--- config.mk ---
export PLATFORM = sky130hd
export DESIGN_NAME = ftc_top
export DESIGN_NICKNAME = d
export VERILOG_FILES = /design/src/hdl/ftc_fault_check.v /design/src/hdl/ftc_top.v
export VERILOG_INCLUDE_DIRS = /design/src /design/src/hdl
export SDC_FILE = /design/constraint.sdc
export NUM_CORES = 1
export LEC_CHECK = 0
export BUFFER_PORTS_ARGS = -buffer_cell sky130_fd_sc_hd__buf_2
export CAP_MARGIN = 40
export CORE_ASPECT_RATIO = 0.5
export CORE_MARGIN = 5
export CORE_UTILIZATION = 44
export CTS_BUF_LIST = sky130_fd_sc_hd__clkbuf_8
export CTS_CLUSTER_SIZE = 30
export DETAILED_ROUTE_END_ITERATION = 10
export GPL_TIMING_DRIVEN = 0
export PLACE_DENSITY = 0.82
export SLEW_MARGIN = 20
export SYNTH_ARGS = -nofsm -noshare
export SYNTH_HDL_FRONTEND = slang
export SYNTH_SLANG_ARGS = --single-unit
--- constraint.sdc ---
create_clock -name clk_i -period 3.7 [get_ports clk_i]
set_input_delay 0.74 -clock clk_i [delete_from_list [all_inputs] [get_ports clk_i]]
set_output_delay 0.74 -clock clk_i [all_outputs]
set_load 0.05 [all_outputs]
--- src/hdl/ftc_consts.vh ---
`ifndef FTC_CONSTS_VH
`define FTC_CONSTS_VH

// Word offsets within the system control space
`define FTC_OFS_CFG        12'hD14
`define FTC_OFS_PRI        12'hD18
`define FTC_OFS_STAT       12'hD30
`define FTC_OFS_MASK       12'hD34

// Configuration and control fields
`define FTC_CFG_THREAD     0
`define FTC_CFG_TRIG       1
`define FTC_CFG_UNALIGN    3
`define FTC_CFG_ZERO_DIVISOR_TRAP_EN       4

// Handler priority field low bits
`define FTC_PRI_MEM_LO     5
`define FTC_PRI_BUS_LO     13
`define FTC_PRI_USE_LO     21
`define FTC_PRI_W          3

// Event status bits
`define FTC_EV_ZERO_DIVISOR_TRAP_EN        0
`define FTC_EV_UNALIGN     1
`define FTC_EV_TRIG        2
`define FTC_EV_THREAD      3
`define FTC_EV_PRIV        4
`define FTC_EV_W           5

// Reset values
`define FTC_RST_CFG        5'h00
`define FTC_RST_PRI        3'h0
`define FTC_RST_STAT       5'h00
`define FTC_RST_MASK       5'h00

`endif

--- src/hdl/ftc_fault_check.v ---
`timescale 1ns/100ps
`include "ftc_consts.vh"

// Combinational fault decisions taken from the configuration bits
module ftc_fault_check (
  input  wire        div_en_i,
  input  wire        div_zero_i,
  input  wire        unalign_en_i,
  input  wire        ls_valid_i,
  input  wire [1:0]  ls_size_i,
  input  wire [1:0]  ls_addr_i,
  input  wire        ls_multi_i,
  input  wire        trig_en_i,
  input  wire        trig_req_i,
  input  wire        trig_priv_i,
  input  wire        thread_en_i,
  input  wire        ret_thread_i,
  input  wire        other_active_i,
  input  wire [8:0]  prio_i,
  input  wire [2:0]  pend_i,
  output wire        div_trap_o,
  output wire        div_zero_q_o,
  output wire        ls_fault_o,
  output wire        trig_grant_o,
  output wire        trig_refuse_o,
  output wire        ret_ok_o,
  output wire        ret_fault_o,
  output reg  [2:0]  win_o
);

  wire misaligned;
  integer k;
  reg [2:0] best;

  assign div_trap_o    = div_zero_i & div_en_i;
  assign div_zero_q_o  = div_zero_i & ~div_en_i;
  assign misaligned    = (ls_multi_i || ls_size_i == 2'd2) ? |ls_addr_i :
                         (ls_size_i == 2'd1) ? ls_addr_i[0] : 1'b0;
  assign ls_fault_o    = ls_valid_i & misaligned &
                         (ls_multi_i | unalign_en_i);
  assign trig_grant_o  = trig_req_i & (trig_priv_i | trig_en_i);
  assign trig_refuse_o = trig_req_i & ~trig_priv_i & ~trig_en_i;
  assign ret_ok_o      = ret_thread_i &
                         (thread_en_i | ~other_active_i);
  assign ret_fault_o   = ret_thread_i & ~thread_en_i & other_active_i;

  // Lowest value wins; ties go to the lower handler index
  always @*
  begin
    win_o = 3'b000;
    best  = 3'd7;
    for (k = 0; k < 3; k = k + 1)
    begin
      if (pend_i[k] && (win_o == 3'b000 || prio_i[k*3 +: 3] < best))
      begin
        win_o = 3'b000;
        win_o[k] = 1'b1;
        best  = prio_i[k*3 +: 3];
      end
    end
  end

endmodule // ftc_fault_check

--- src/hdl/ftc_top.v ---
// Design decision made here: register access over Wishbone.
`timescale 1ns/100ps
`include "ftc_consts.vh"

// Summary of operation
// - With the divide trap bit set a divide by zero raises a trap.
// - With the divide trap bit clear a divide by zero gives quotient zero.
// - With the unaligned trap bit set a misaligned halfword or word faults.
// - Misaligned multiple transfers fault regardless.
// - The trigger access bit decides whether unprivileged trigger use passes.
// - With the thread bit clear a return to thread needs no active exception.
// - With the thread bit set a return to thread is allowed from any level.
// - The handler priority register refuses unprivileged reads and writes.
// - Each priority byte may be written alone through its byte lane.
// - Priorities sit at bits 23:21, 15:13 and 7:5.
// - Each field holds a level from zero to seven used by the fault unit.
// - A lower priority value means a more urgent handler.
// - The control register is privileged only and resets to zero.
module ftc_top (
  input  wire        clk_i,
  input  wire        rst_i,
  input  wire [31:0] adr_i,
  input  wire [31:0] dat_i,
  output reg  [31:0] dat_o,
  input  wire        we_i,
  input  wire [3:0]  sel_i,
  input  wire        cyc_i,
  input  wire        stb_i,
  input  wire        priv_i,
  output reg         ack_o,
  output reg         err_o,
  input  wire        div_req_i,
  input  wire        div_zero_i,
  input  wire [31:0] div_quot_i,
  output reg         div_done_o,
  output reg  [31:0] div_quot_o,
  output reg         div_trap_o,
  input  wire        ls_valid_i,
  input  wire [1:0]  ls_size_i,
  input  wire [1:0]  ls_addr_i,
  input  wire        ls_multi_i,
  output reg         ls_fault_o,
  input  wire        trig_req_i,
  input  wire        trig_priv_i,
  output reg         trig_grant_o,
  output reg         trig_refuse_o,
  input  wire        ret_thread_i,
  input  wire        other_active_i,
  output reg         ret_ok_o,
  output reg         ret_fault_o,
  input  wire [2:0]  pend_i,
  output reg  [2:0]  win_o,
  output reg  [2:0]  prio_mem_o,
  output reg  [2:0]  prio_bus_o,
  output reg  [2:0]  prio_use_o,
  output reg         div_trap_en_o,
  output reg         unalign_trap_en_o,
  output reg         irq_o
);

  ////////////////////////////////////////////////////////////////////////////
  // Register state

  reg                 zero_divisor_trap_en;
  reg                 unalign_trap_en;
  reg                 unpriv_trigger_access_en;
  reg                 thread_entry_any_level;
  // Reset image of the configuration bits, picked apart per field
  localparam [4:0]    cfg_rst_val = `FTC_RST_CFG;
  reg  [`FTC_EV_W-1:0] stat;
  reg  [`FTC_EV_W-1:0] mask;

  wire [11:0]         ofs;
  wire                req;
  wire                hit_cfg;
  wire                hit_pri;
  wire                hit_stat;
  wire                hit_mask;
  wire                hit_any;
  wire                priv_ok;
  wire                do_wr;
  wire                do_rd;
  wire [31:0]         cfg_word;
  wire [31:0]         pri_word;
  reg  [31:0]         next_dat;
  reg  [`FTC_EV_W-1:0] next_stat;
  wire [`FTC_EV_W-1:0] ev;

  wire                c_div_trap;
  wire                c_div_zero_q;
  wire                c_ls_fault;
  wire                c_trig_grant;
  wire                c_trig_refuse;
  wire                c_ret_ok;
  wire                c_ret_fault;
  wire [2:0]          c_win;
  wire [8:0]          prio_flat;

  ////////////////////////////////////////////////////////////////////////////
  // Wishbone decode

  // A request is taken only while no answer stands, so one access
  // gives exactly one ack or err pulse
  assign ofs      = {adr_i[11:2], 2'b00};
  assign req      = cyc_i & stb_i & ~ack_o & ~err_o;
  assign hit_cfg  = (ofs == `FTC_OFS_CFG);
  assign hit_pri  = (ofs == `FTC_OFS_PRI);
  assign hit_stat = (ofs == `FTC_OFS_STAT);
  assign hit_mask = (ofs == `FTC_OFS_MASK);
  assign hit_any  = hit_cfg | hit_pri | hit_stat | hit_mask;
  assign priv_ok  = priv_i | ~hit_any;
  assign do_wr    = req & we_i & priv_ok;
  assign do_rd    = req & ~we_i & priv_ok;

  // Reserved positions are built from zeros
  assign cfg_word = {27'h000_0000,
                     zero_divisor_trap_en,
                     unalign_trap_en,
                     1'b0,
                     unpriv_trigger_access_en,
                     thread_entry_any_level};
  assign pri_word = {8'h00,
                     prio_flat[8:6], 5'h00,
                     prio_flat[5:3], 5'h00,
                     prio_flat[2:0], 5'h00};

  always @*
  begin
    next_dat = 32'h0000_0000;
    if (hit_cfg)
    begin
      next_dat = cfg_word;
    end
    else if (hit_pri)
    begin
      next_dat = pri_word;
    end
    else if (hit_stat)
    begin
      next_dat = {{(32-`FTC_EV_W){1'b0}}, stat};
    end
    else if (hit_mask)
    begin
      next_dat = {{(32-`FTC_EV_W){1'b0}}, mask};
    end
  end

  ////////////////////////////////////////////////////////////////////////////
  // Bus answer: one cycle after the request, err on refused access

  always @(posedge clk_i)
  begin
    if (rst_i)
    begin
      ack_o <= 1'b0;
      err_o <= 1'b0;
      dat_o <= 32'h0000_0000;
    end
    else
    begin
      ack_o <= req & priv_ok;
      err_o <= req & ~priv_ok;
      // Zero outside a read answer so stale data never lingers
      if (do_rd)
      begin
        dat_o <= next_dat;
      end
      else
      begin
        dat_o <= 32'h0000_0000;
      end
    end
  end

  ////////////////////////////////////////////////////////////////////////////
  // Configuration and control register

  always @(posedge clk_i)
  begin
    if (rst_i)
    begin
      zero_divisor_trap_en     <= cfg_rst_val[`FTC_CFG_ZERO_DIVISOR_TRAP_EN];
      unalign_trap_en          <= cfg_rst_val[`FTC_CFG_UNALIGN];
      unpriv_trigger_access_en <= cfg_rst_val[`FTC_CFG_TRIG];
      thread_entry_any_level   <= cfg_rst_val[`FTC_CFG_THREAD];
    end
    // Lane 0 carries every writable configuration bit
    else if (do_wr && hit_cfg && sel_i[0])
    begin
      zero_divisor_trap_en     <= dat_i[`FTC_CFG_ZERO_DIVISOR_TRAP_EN];
      unalign_trap_en          <= dat_i[`FTC_CFG_UNALIGN];
      unpriv_trigger_access_en <= dat_i[`FTC_CFG_TRIG];
      thread_entry_any_level   <= dat_i[`FTC_CFG_THREAD];
    end
  end

  ////////////////////////////////////////////////////////////////////////////
  // Handler priority fields, one per byte lane

  // Each field owns its byte lane; untouched lanes keep their value,
  // so software may update one handler alone
  genvar g;
  generate
    for (g = 0; g < 3; g = g + 1)
    begin : g_pri
      reg [2:0] fld;
      always @(posedge clk_i)
      begin
        if (rst_i)
        begin
          fld <= `FTC_RST_PRI;
        end
        else if (do_wr && hit_pri && sel_i[g])
        begin
          fld <= dat_i[g*8+5 +: 3];
        end
      end
      assign prio_flat[g*3 +: 3] = fld;
    end
  endgenerate

  ////////////////////////////////////////////////////////////////////////////
  // Interrupt status, mask and output

  // Bus refusals raise an event too, so a stray user access is seen
  assign ev = {req & ~priv_ok,
               c_ret_fault,
               c_trig_refuse,
               c_ls_fault,
               c_div_trap};

  // A new event in the clearing read still lands
  always @*
  begin
    next_stat = stat;
    if (do_rd && hit_stat)
    begin
      next_stat = {`FTC_EV_W{1'b0}};
    end
    next_stat = next_stat | ev;
  end

  always @(posedge clk_i)
  begin
    if (rst_i)
    begin
      stat  <= `FTC_RST_STAT;
      mask  <= `FTC_RST_MASK;
      irq_o <= 1'b0;
    end
    else
    begin
      stat <= next_stat;
      // Mask writes take lane 0 only; upper lanes are reserved
      if (do_wr && hit_mask && sel_i[0])
      begin
        mask <= dat_i[`FTC_EV_W-1:0];
      end
      irq_o <= |(next_stat & mask);
    end
  end

  ////////////////////////////////////////////////////////////////////////////
  // Fault decisions

  // The checker is purely combinational; its answers are registered below
  ftc_fault_check u_check (
    .div_en_i       (zero_divisor_trap_en),
    .div_zero_i     (div_req_i & div_zero_i),
    .unalign_en_i   (unalign_trap_en),
    .ls_valid_i     (ls_valid_i),
    .ls_size_i      (ls_size_i),
    .ls_addr_i      (ls_addr_i),
    .ls_multi_i     (ls_multi_i),
    .trig_en_i      (unpriv_trigger_access_en),
    .trig_req_i     (trig_req_i),
    .trig_priv_i    (trig_priv_i),
    .thread_en_i    (thread_entry_any_level),
    .ret_thread_i   (ret_thread_i),
    .other_active_i (other_active_i),
    .prio_i         (prio_flat),
    .pend_i         (pend_i),
    .div_trap_o     (c_div_trap),
    .div_zero_q_o   (c_div_zero_q),
    .ls_fault_o     (c_ls_fault),
    .trig_grant_o   (c_trig_grant),
    .trig_refuse_o  (c_trig_refuse),
    .ret_ok_o       (c_ret_ok),
    .ret_fault_o    (c_ret_fault),
    .win_o          (c_win)
  );

  // Fault answers trail their inputs by one cycle, and the enable
  // mirrors trail the configuration register by one cycle
  always @(posedge clk_i)
  begin
    if (rst_i)
    begin
      div_done_o        <= 1'b0;
      div_quot_o        <= 32'h0000_0000;
      div_trap_o        <= 1'b0;
      ls_fault_o        <= 1'b0;
      trig_grant_o      <= 1'b0;
      trig_refuse_o     <= 1'b0;
      ret_ok_o          <= 1'b0;
      ret_fault_o       <= 1'b0;
      win_o             <= 3'b000;
      prio_mem_o        <= `FTC_RST_PRI;
      prio_bus_o        <= `FTC_RST_PRI;
      prio_use_o        <= `FTC_RST_PRI;
      div_trap_en_o     <= 1'b0;
      unalign_trap_en_o <= 1'b0;
    end
    else
    begin
      div_done_o <= div_req_i & ~c_div_trap;
      if (c_div_zero_q)
      begin
        div_quot_o <= 32'h0000_0000;
      end
      else
      begin
        div_quot_o <= div_quot_i;
      end
      div_trap_o        <= c_div_trap;
      ls_fault_o        <= c_ls_fault;
      trig_grant_o      <= c_trig_grant;
      trig_refuse_o     <= c_trig_refuse;
      ret_ok_o          <= c_ret_ok;
      ret_fault_o       <= c_ret_fault;
      win_o             <= c_win;
      prio_mem_o        <= prio_flat[2:0];
      prio_bus_o        <= prio_flat[5:3];
      prio_use_o        <= prio_flat[8:6];
      div_trap_en_o     <= zero_divisor_trap_en;
      unalign_trap_en_o <= unalign_trap_en;
    end
  end

endmodule // ftc_top

==> out/qor.yml, run 1 <==
run_status: "finished clean"
tns_ps: 0
place_inst: 584
ys.flop_type: "dfxtp_1"
post-route-period-util_pct: 84.6
rows: 22
max_freq_mhz: 319
slew-limit-headroom_pct: 64.2
critPathMaxStageDelay_ps: 390
drt_wl_total_microns: 8100
num-fill-cells: 659
synth.most_common_cell: "dfxtp_1"
synthCells: 325
drt_pass1_iterations: 4
critPathLaunchType: "primary input"
synth_top_area_share_pct: 55.3
powerDensity_mw_per_mm2: 428
numCtsBuffers: 9
worstPathArrival_ps: 3360
grt.total_usage_pct: 17.0
avgSynthCellArea_sq_um: 10.4
vdd_drop_max_uv: 281
grt_antenna_before_repair: 1
slew_viol_final: 0
cp_max_fo: 4
cts_tree: "built"
worst_pin_slew_ps: 536
grtUsageMet3_pct: 7.57
synth_common_cells: "93 x dfxtp_1, 41 x and2_1, 36 x nor2_1"
async_reset_ff_share_pct: 0
drc_errors: 0
dieHeight_microns: 71.8
grt_pass1_wl_microns: 12800
drv_cap: 0
ys_types: 47
placed_area_sq_mm: 0.00428
critPathBufInv: 2
cts_root_buf: "clkbuf_8"
slowest_stage: "mux2_2"
num_vias: 2714
die-area_sq_mm: 0.00960
min_path_type: "flip-flop to flip-flop"
finalNonFillerCells: 600
grt.busiest_layer: "met2"
yosysWarnings: 0
postCtsHoldBufs: 0
routedWlPerCell_microns: 13.5
first_iter_violations: 92
path_cells: "buf_2 -> inv_1 -> nor2_1 -> ha_1 -> o21a_1 -> o21a_1 -> nor2_1 -> o21ai_0 -> mux2_2 -> ha_1 -> nand2_1 -> nor3_1 -> a31oi_1 -> a2111oi_0"
area_growth_pct: 32.5
ant_nets: 0
finClkSkew_ps: 9.64
hold_viol: 0
path_class: "primary input to flip-flop"
rsz0062_at_grt: "no"
synth.largest_area_cell: "dfxtp_1"
synth_edf_count: 0
routabilityCongestion: 0.798
grtUsageMet1_pct: 18.2
final_net_count: 624
synth-seq-cells: 93
die_w_microns: 134
netlist_top_cells_area: "dfxtp_1 55%, and2_1 7.6%, mux2i_1 5.7%"
post_cts_buffers: 0
use_met2_pct: 30.4
diodes: 0
setup_violations: 0
yosysSeqAreaShare_pct: 55.3
grt_max_degree: 15
critical_path_required_ps: 3930
start_util_pct: 45.6
syn_area_sq_mm: 0.00336
io_buffer_count: 146
grt_overflow: 0
endpoint_kind: "flip-flop"
vias_per_cell: 4.52
cts_resized: 0
clkTransAtPathRegs_ps: 80
hpwl_microns: 6460
core_area_sq_mm: 0.00738
clock_latency_ps: 350
layout-drive-gt1-share_pct: 39.1
crit_family: "compound AO/OA/AOI/OAI gates"
p_leak_uw: 0.00223
htree_num_levels: 3
cts_buffer_depth: 2
final.min_clock_period_ps: 3130
pin_count: 209
clock_sinks: 93
design_area_sq_mm: 0.00446
grt_pass1_vias: 2790
==> state kept, by name, indices dropped and copies added, names as in the netlist, 3 cells and up <==
signal,flops
dat_o,14
div_quot_o,32
g_pri.fld,9
mask,5
prio_bus_o,3
prio_mem_o,3
prio_use_o,3
stat,5
win_o,3
==> layout by cell type, fill, tap and decap left out, types with 6 or more instances in the layout <==
cell type	synthesis	final
conb_1	1	18
nor2b_1	16	16
buf_2	5	151
nand2_1	6	6
inv_1	8	10
and2_1	41	41
clkbuf_1	8	8
nand3_1	6	6
nor2_1	36	36
mux2i_1	19	19
o21ai_0	6	6
clkbuf_8	0	11
buf_4	18	18
dfxtp_1	93	93
==> worst register-to-register path: cells and delay by family (launching register included) <==
kind            cells  cell delay, ps
mux                 1             390
compound gates      5            1090
fa+ha+maj           2             560
flops               1             370
simple gates        4             360
==> path summary, 6_finish.rpt <==
path	start	end	slack (ps)	depth (start not counted)
worst max-delay path	pend_i[0]	win_o[0]	570	14
worst min-delay path	stat[1]	stat[1]	490	2
worst max register to register	g_pri[0].fld[1]	win_o[0]	810	12
worst min register to register	stat[1]	stat[1]	490	2
==> cell families (layout without fill, tap and decap cells) <==
family | after synthesis | in the layout | share of synthesized area [%]
AND/OR/NAND/NOR | 136 | 136 | 23.2
flip-flops | 93 | 93 | 55.3
buffers and inverters | 39 | 201 | 6.55
AO/OA/AOI/OAI | 27 | 27 | 5.76
multiplexers | 24 | 24 | 7.33
adder cells (fa/ha/maj) | 4 | 4 | 1.49
other | 1 | 18 | 0.111
XOR/XNOR | 1 | 1 | 0.260
==> cell type report <==
| type | instances | area, sq um | share of cell area, % |
|---|---|---|---|
| buffer | 31 | 190 | 4.27 |
| clock buffer | 11 | 151 | 3.40 |
| clock inverter | 5 | 27.5 | 0.617 |
| inverter | 8 | 30.0 | 0.674 |
| multi-input combinational | 210 | 1350 | 30.2 |
| sequential | 93 | 1860 | 41.8 |
| tap | 96 | 120 | 2.69 |
| timing repair buffer | 146 | 731 | 16.4 |
==> per-stage QoR <==
step	total power, uW	worst slack [ps]	hold slack [ps]	util (%)
after floorplan	1250	644	438	-
after global placement	1330	218	469	58.0
after detailed placement	1330	256	474	58.0
after CTS	1930	612	485	60.4
after global routing	2000	278	525	60.4
final	1910	568	485	60.4
==> layer usage <==
layer  routed length [microns]  vias up
met1                      3150     1203
met2                      4150      112
met3                       729        8
li1                          -     1389
met5                        11        -
met4                        59        2
==> where the power goes <==
| part | internal, uW | switching, uW |
|---|---|---|
| registers | 1030 | 6.14 |
| logic | 85.8 | 190 |
| clock network | 275 | 326 |
(Power assumes the default switching activity.)
==> run 2: changes to the inputs <==
- CORE_UTILIZATION: 44 -> 40
- PLACE_DENSITY: 0.82 -> 0.79
- clock period: 3.7 -> 2.73 ns (I/O delays scaled with it)
==> run 2 against run 1 <==
Against the previous run:
- critical endpoint unchanged
- critical path type unchanged
- combinational power grew 40%
- wire length grew 0.65%
- global-route usage shrank 2.0 points
- largest power group unchanged
- die area grew 8.9%
- first-iteration DRC count shrank 27%
- highest routed layer unchanged
- core utilization shrank 3.6 points
==> out/qor.yml, run 2 (synthesis gave the netlist of run 1 again) <==
run_status: "finished clean"
vias_per_cell: 4.33  # -4.2%
ant_nets: 0  # unchanged
routabilityCongestion: 0.815  # +2.1%
min_path_type: "primary input to flip-flop"
cts_buffer_depth: 2  # unchanged
path_cells: "buf_4 -> inv_4 -> nor2_4 -> ha_4 -> o21a_1 -> o21a_1 -> nor2_4 -> o21ai_4 -> mux2_4 -> ha_4 -> nand2_1 -> nor3_2 -> a31oi_2 -> a2111oi_2"
place_ws_ps: -332  # -588 ps
critical_path_required_ps: 2980  # -950 ps
setup_violations: 0  # unchanged
drv_cap: 0  # unchanged
design_area_sq_mm: 0.00460  # +3.1%
grtUsageMet3_pct: 5.77  # -1.8 points
area_growth_pct: 36.6
setup_ws_ps: 74.2  # -494 ps
crit_family: "compound AO/OA/AOI/OAI gates"
worstPathArrival_ps: 2900  # -460 ps
io_buffer_count: 146  # unchanged
whs_path_depth: 2  # unchanged
postCtsHoldBufs: 0  # unchanged
dieHeight_microns: 74.9  # +4.2%
powerDensity_mw_per_mm2: 584  # +36%
die_w_microns: 140  # +4.5%
clkTransAtPathRegs_ps: 80  # about the same
critPathLaunchType: "primary input"
reg2regPathDepth: 12  # unchanged
layout_commonest_cell: "buf_2"
cp_max_fo: 4  # unchanged
critPathBufInv: 2  # unchanged
slew_viol_final: 0  # unchanged
final.min_clock_period_ps: 2660
final_cell_mix: "150 x buf_2, 92 x dfxtp_1, 41 x and2_1"
total_power_uw: 2680  # +41%
grt_pass1_wl_microns: 12400  # -3.3%
grt_antenna_before_repair: 1  # unchanged
pin_count: 209  # unchanged
critPathMaxStageDelay_ps: 350  # -40 ps
path_class: "primary input to flip-flop"
hold_viol: 0  # unchanged
path_depth: 14  # unchanged
grtUsageMet1_pct: 16.2  # -2.0 points
grt_max_degree: 16  # +1
numCtsBuffers: 9  # unchanged
hpwl_microns: 6510  # +0.70%
largest_reg_flops: 32  # unchanged
max_freq_mhz: 377
drt_wl_total_microns: 8150  # +0.65%
layout-drive-gt1-share_pct: 41.5  # +2.4 points
postLayoutCoreUtil_pct: 56.8  # -3.6 points
drc_errors: 0  # unchanged
num_vias: 2679  # -1.3%
routedWlPerCell_microns: 13.2  # -2.3%
tns_ps: 0  # unchanged
rows: 23  # +4.5%
diodes: 0  # unchanged
die-area_sq_mm: 0.0105  # +8.9%
slew-limit-headroom_pct: 62.7  # -1.5 points
endpoint_kind: "flip-flop"
post-route-period-util_pct: 97.3
num-fill-cells: 725  # +10%
slowest_stage: "a2111oi_2"
p_leak_uw: 0.00227  # +1.6%
grt.busiest_layer: "met2"
regMostFlops: "div_quot_o"
cts_root_buf: "clkbuf_8"
placed_area_sq_mm: 0.00430  # +0.56%
grt.total_usage_pct: 15.1  # -2.0 points
final_net_count: 626  # +0.32%
grt_pass1_vias: 2635  # -5.6%
clock_latency_ps: 350  # about the same
cts_tree: "built"
first_iter_violations: 67  # -27%
drt_pass1_iterations: 4  # unchanged
worst_pin_slew_ps: 559  # +22.4 ps
start_util_pct: 41.6  # -4.0 points
vdd_drop_max_uv: 317  # +13%
htree_num_levels: 3  # unchanged
finClkSkew_ps: 8.41  # -1.23 ps
core_area_sq_mm: 0.00809  # +9.6%
clock_sinks: 93  # unchanged
grt_overflow: 0  # unchanged
use_met2_pct: 28.4  # -2.1 points
top_regs: "div_quot_o (32), dat_o (14), g_pri.fld (9)"
run 2: stage by stage:
step | hold WS, ps | cells
6_report | 378 | 618
5_1_grt | 364 | 618
4_1_cts | 362 | 616
3_5_place_dp | 484 | 600
3_3_place_gp | 469 | 600
2_1_floorplan | 438 | 342
run 2: final timing paths:
| path | startpoint | to | slack [ps] |
|---|---|---|---|
| worst max-delay path | pend_i[0] | win_o[0] | 70 |
| worst min-delay path | trig_priv_i | trig_refuse_o | 380 |
| worst max register to register | g_pri[0].fld[1] | win_o[0] | 120 |
| worst min register to register | zero_divisor_trap_en | div_done_o | 490 |
run 2: what timing repair did:
action	CTS	global route
resized for setup	0	18
endpoints found under the setup margin	0	3
buffers inserted	0	2
run 2: routing by layer:
metal | routed length [microns] | share of wire, %
met1 | 3150 | 39
met2 | 4360 | 53
met3 | 517 | 6.3
met4 | 115 | 1.4
met5 | 7 | 0.086
run 2: final cells by class:
class | count | area, sq um | area share [%]
well taps | 112 | 140 | 3.05
inverters | 8 | 32.5 | 0.708
flip-flops and latches | 93 | 1860 | 40.5
multi-input cells | 210 | 1420 | 30.9
repair buffers | 148 | 748 | 16.3
clock buffers | 10 | 138 | 2.99
plain buffers | 31 | 190 | 4.14
clock inverters | 6 | 62.6 | 1.36
run 2: where the power goes:
part	switching, uW	total, uW	leakage, uW	internal (uW)
combinational	263	387	0.00141	124
sequential	8.28	1400	0.000759	1390
clock	453	900	0.000100	446
run 2: worst reg2reg max path, stage by stage (launching register included):
cell	delay (ps)
dfxtp_2	370
nor2_4	60
ha_4	260
o21a_1	100
o21a_1	210
nor2_4	70
o21ai_4	190
mux2_4	340
ha_4	270
nand2_1	60
nor3_2	120
a31oi_2	130
a2111oi_2	350
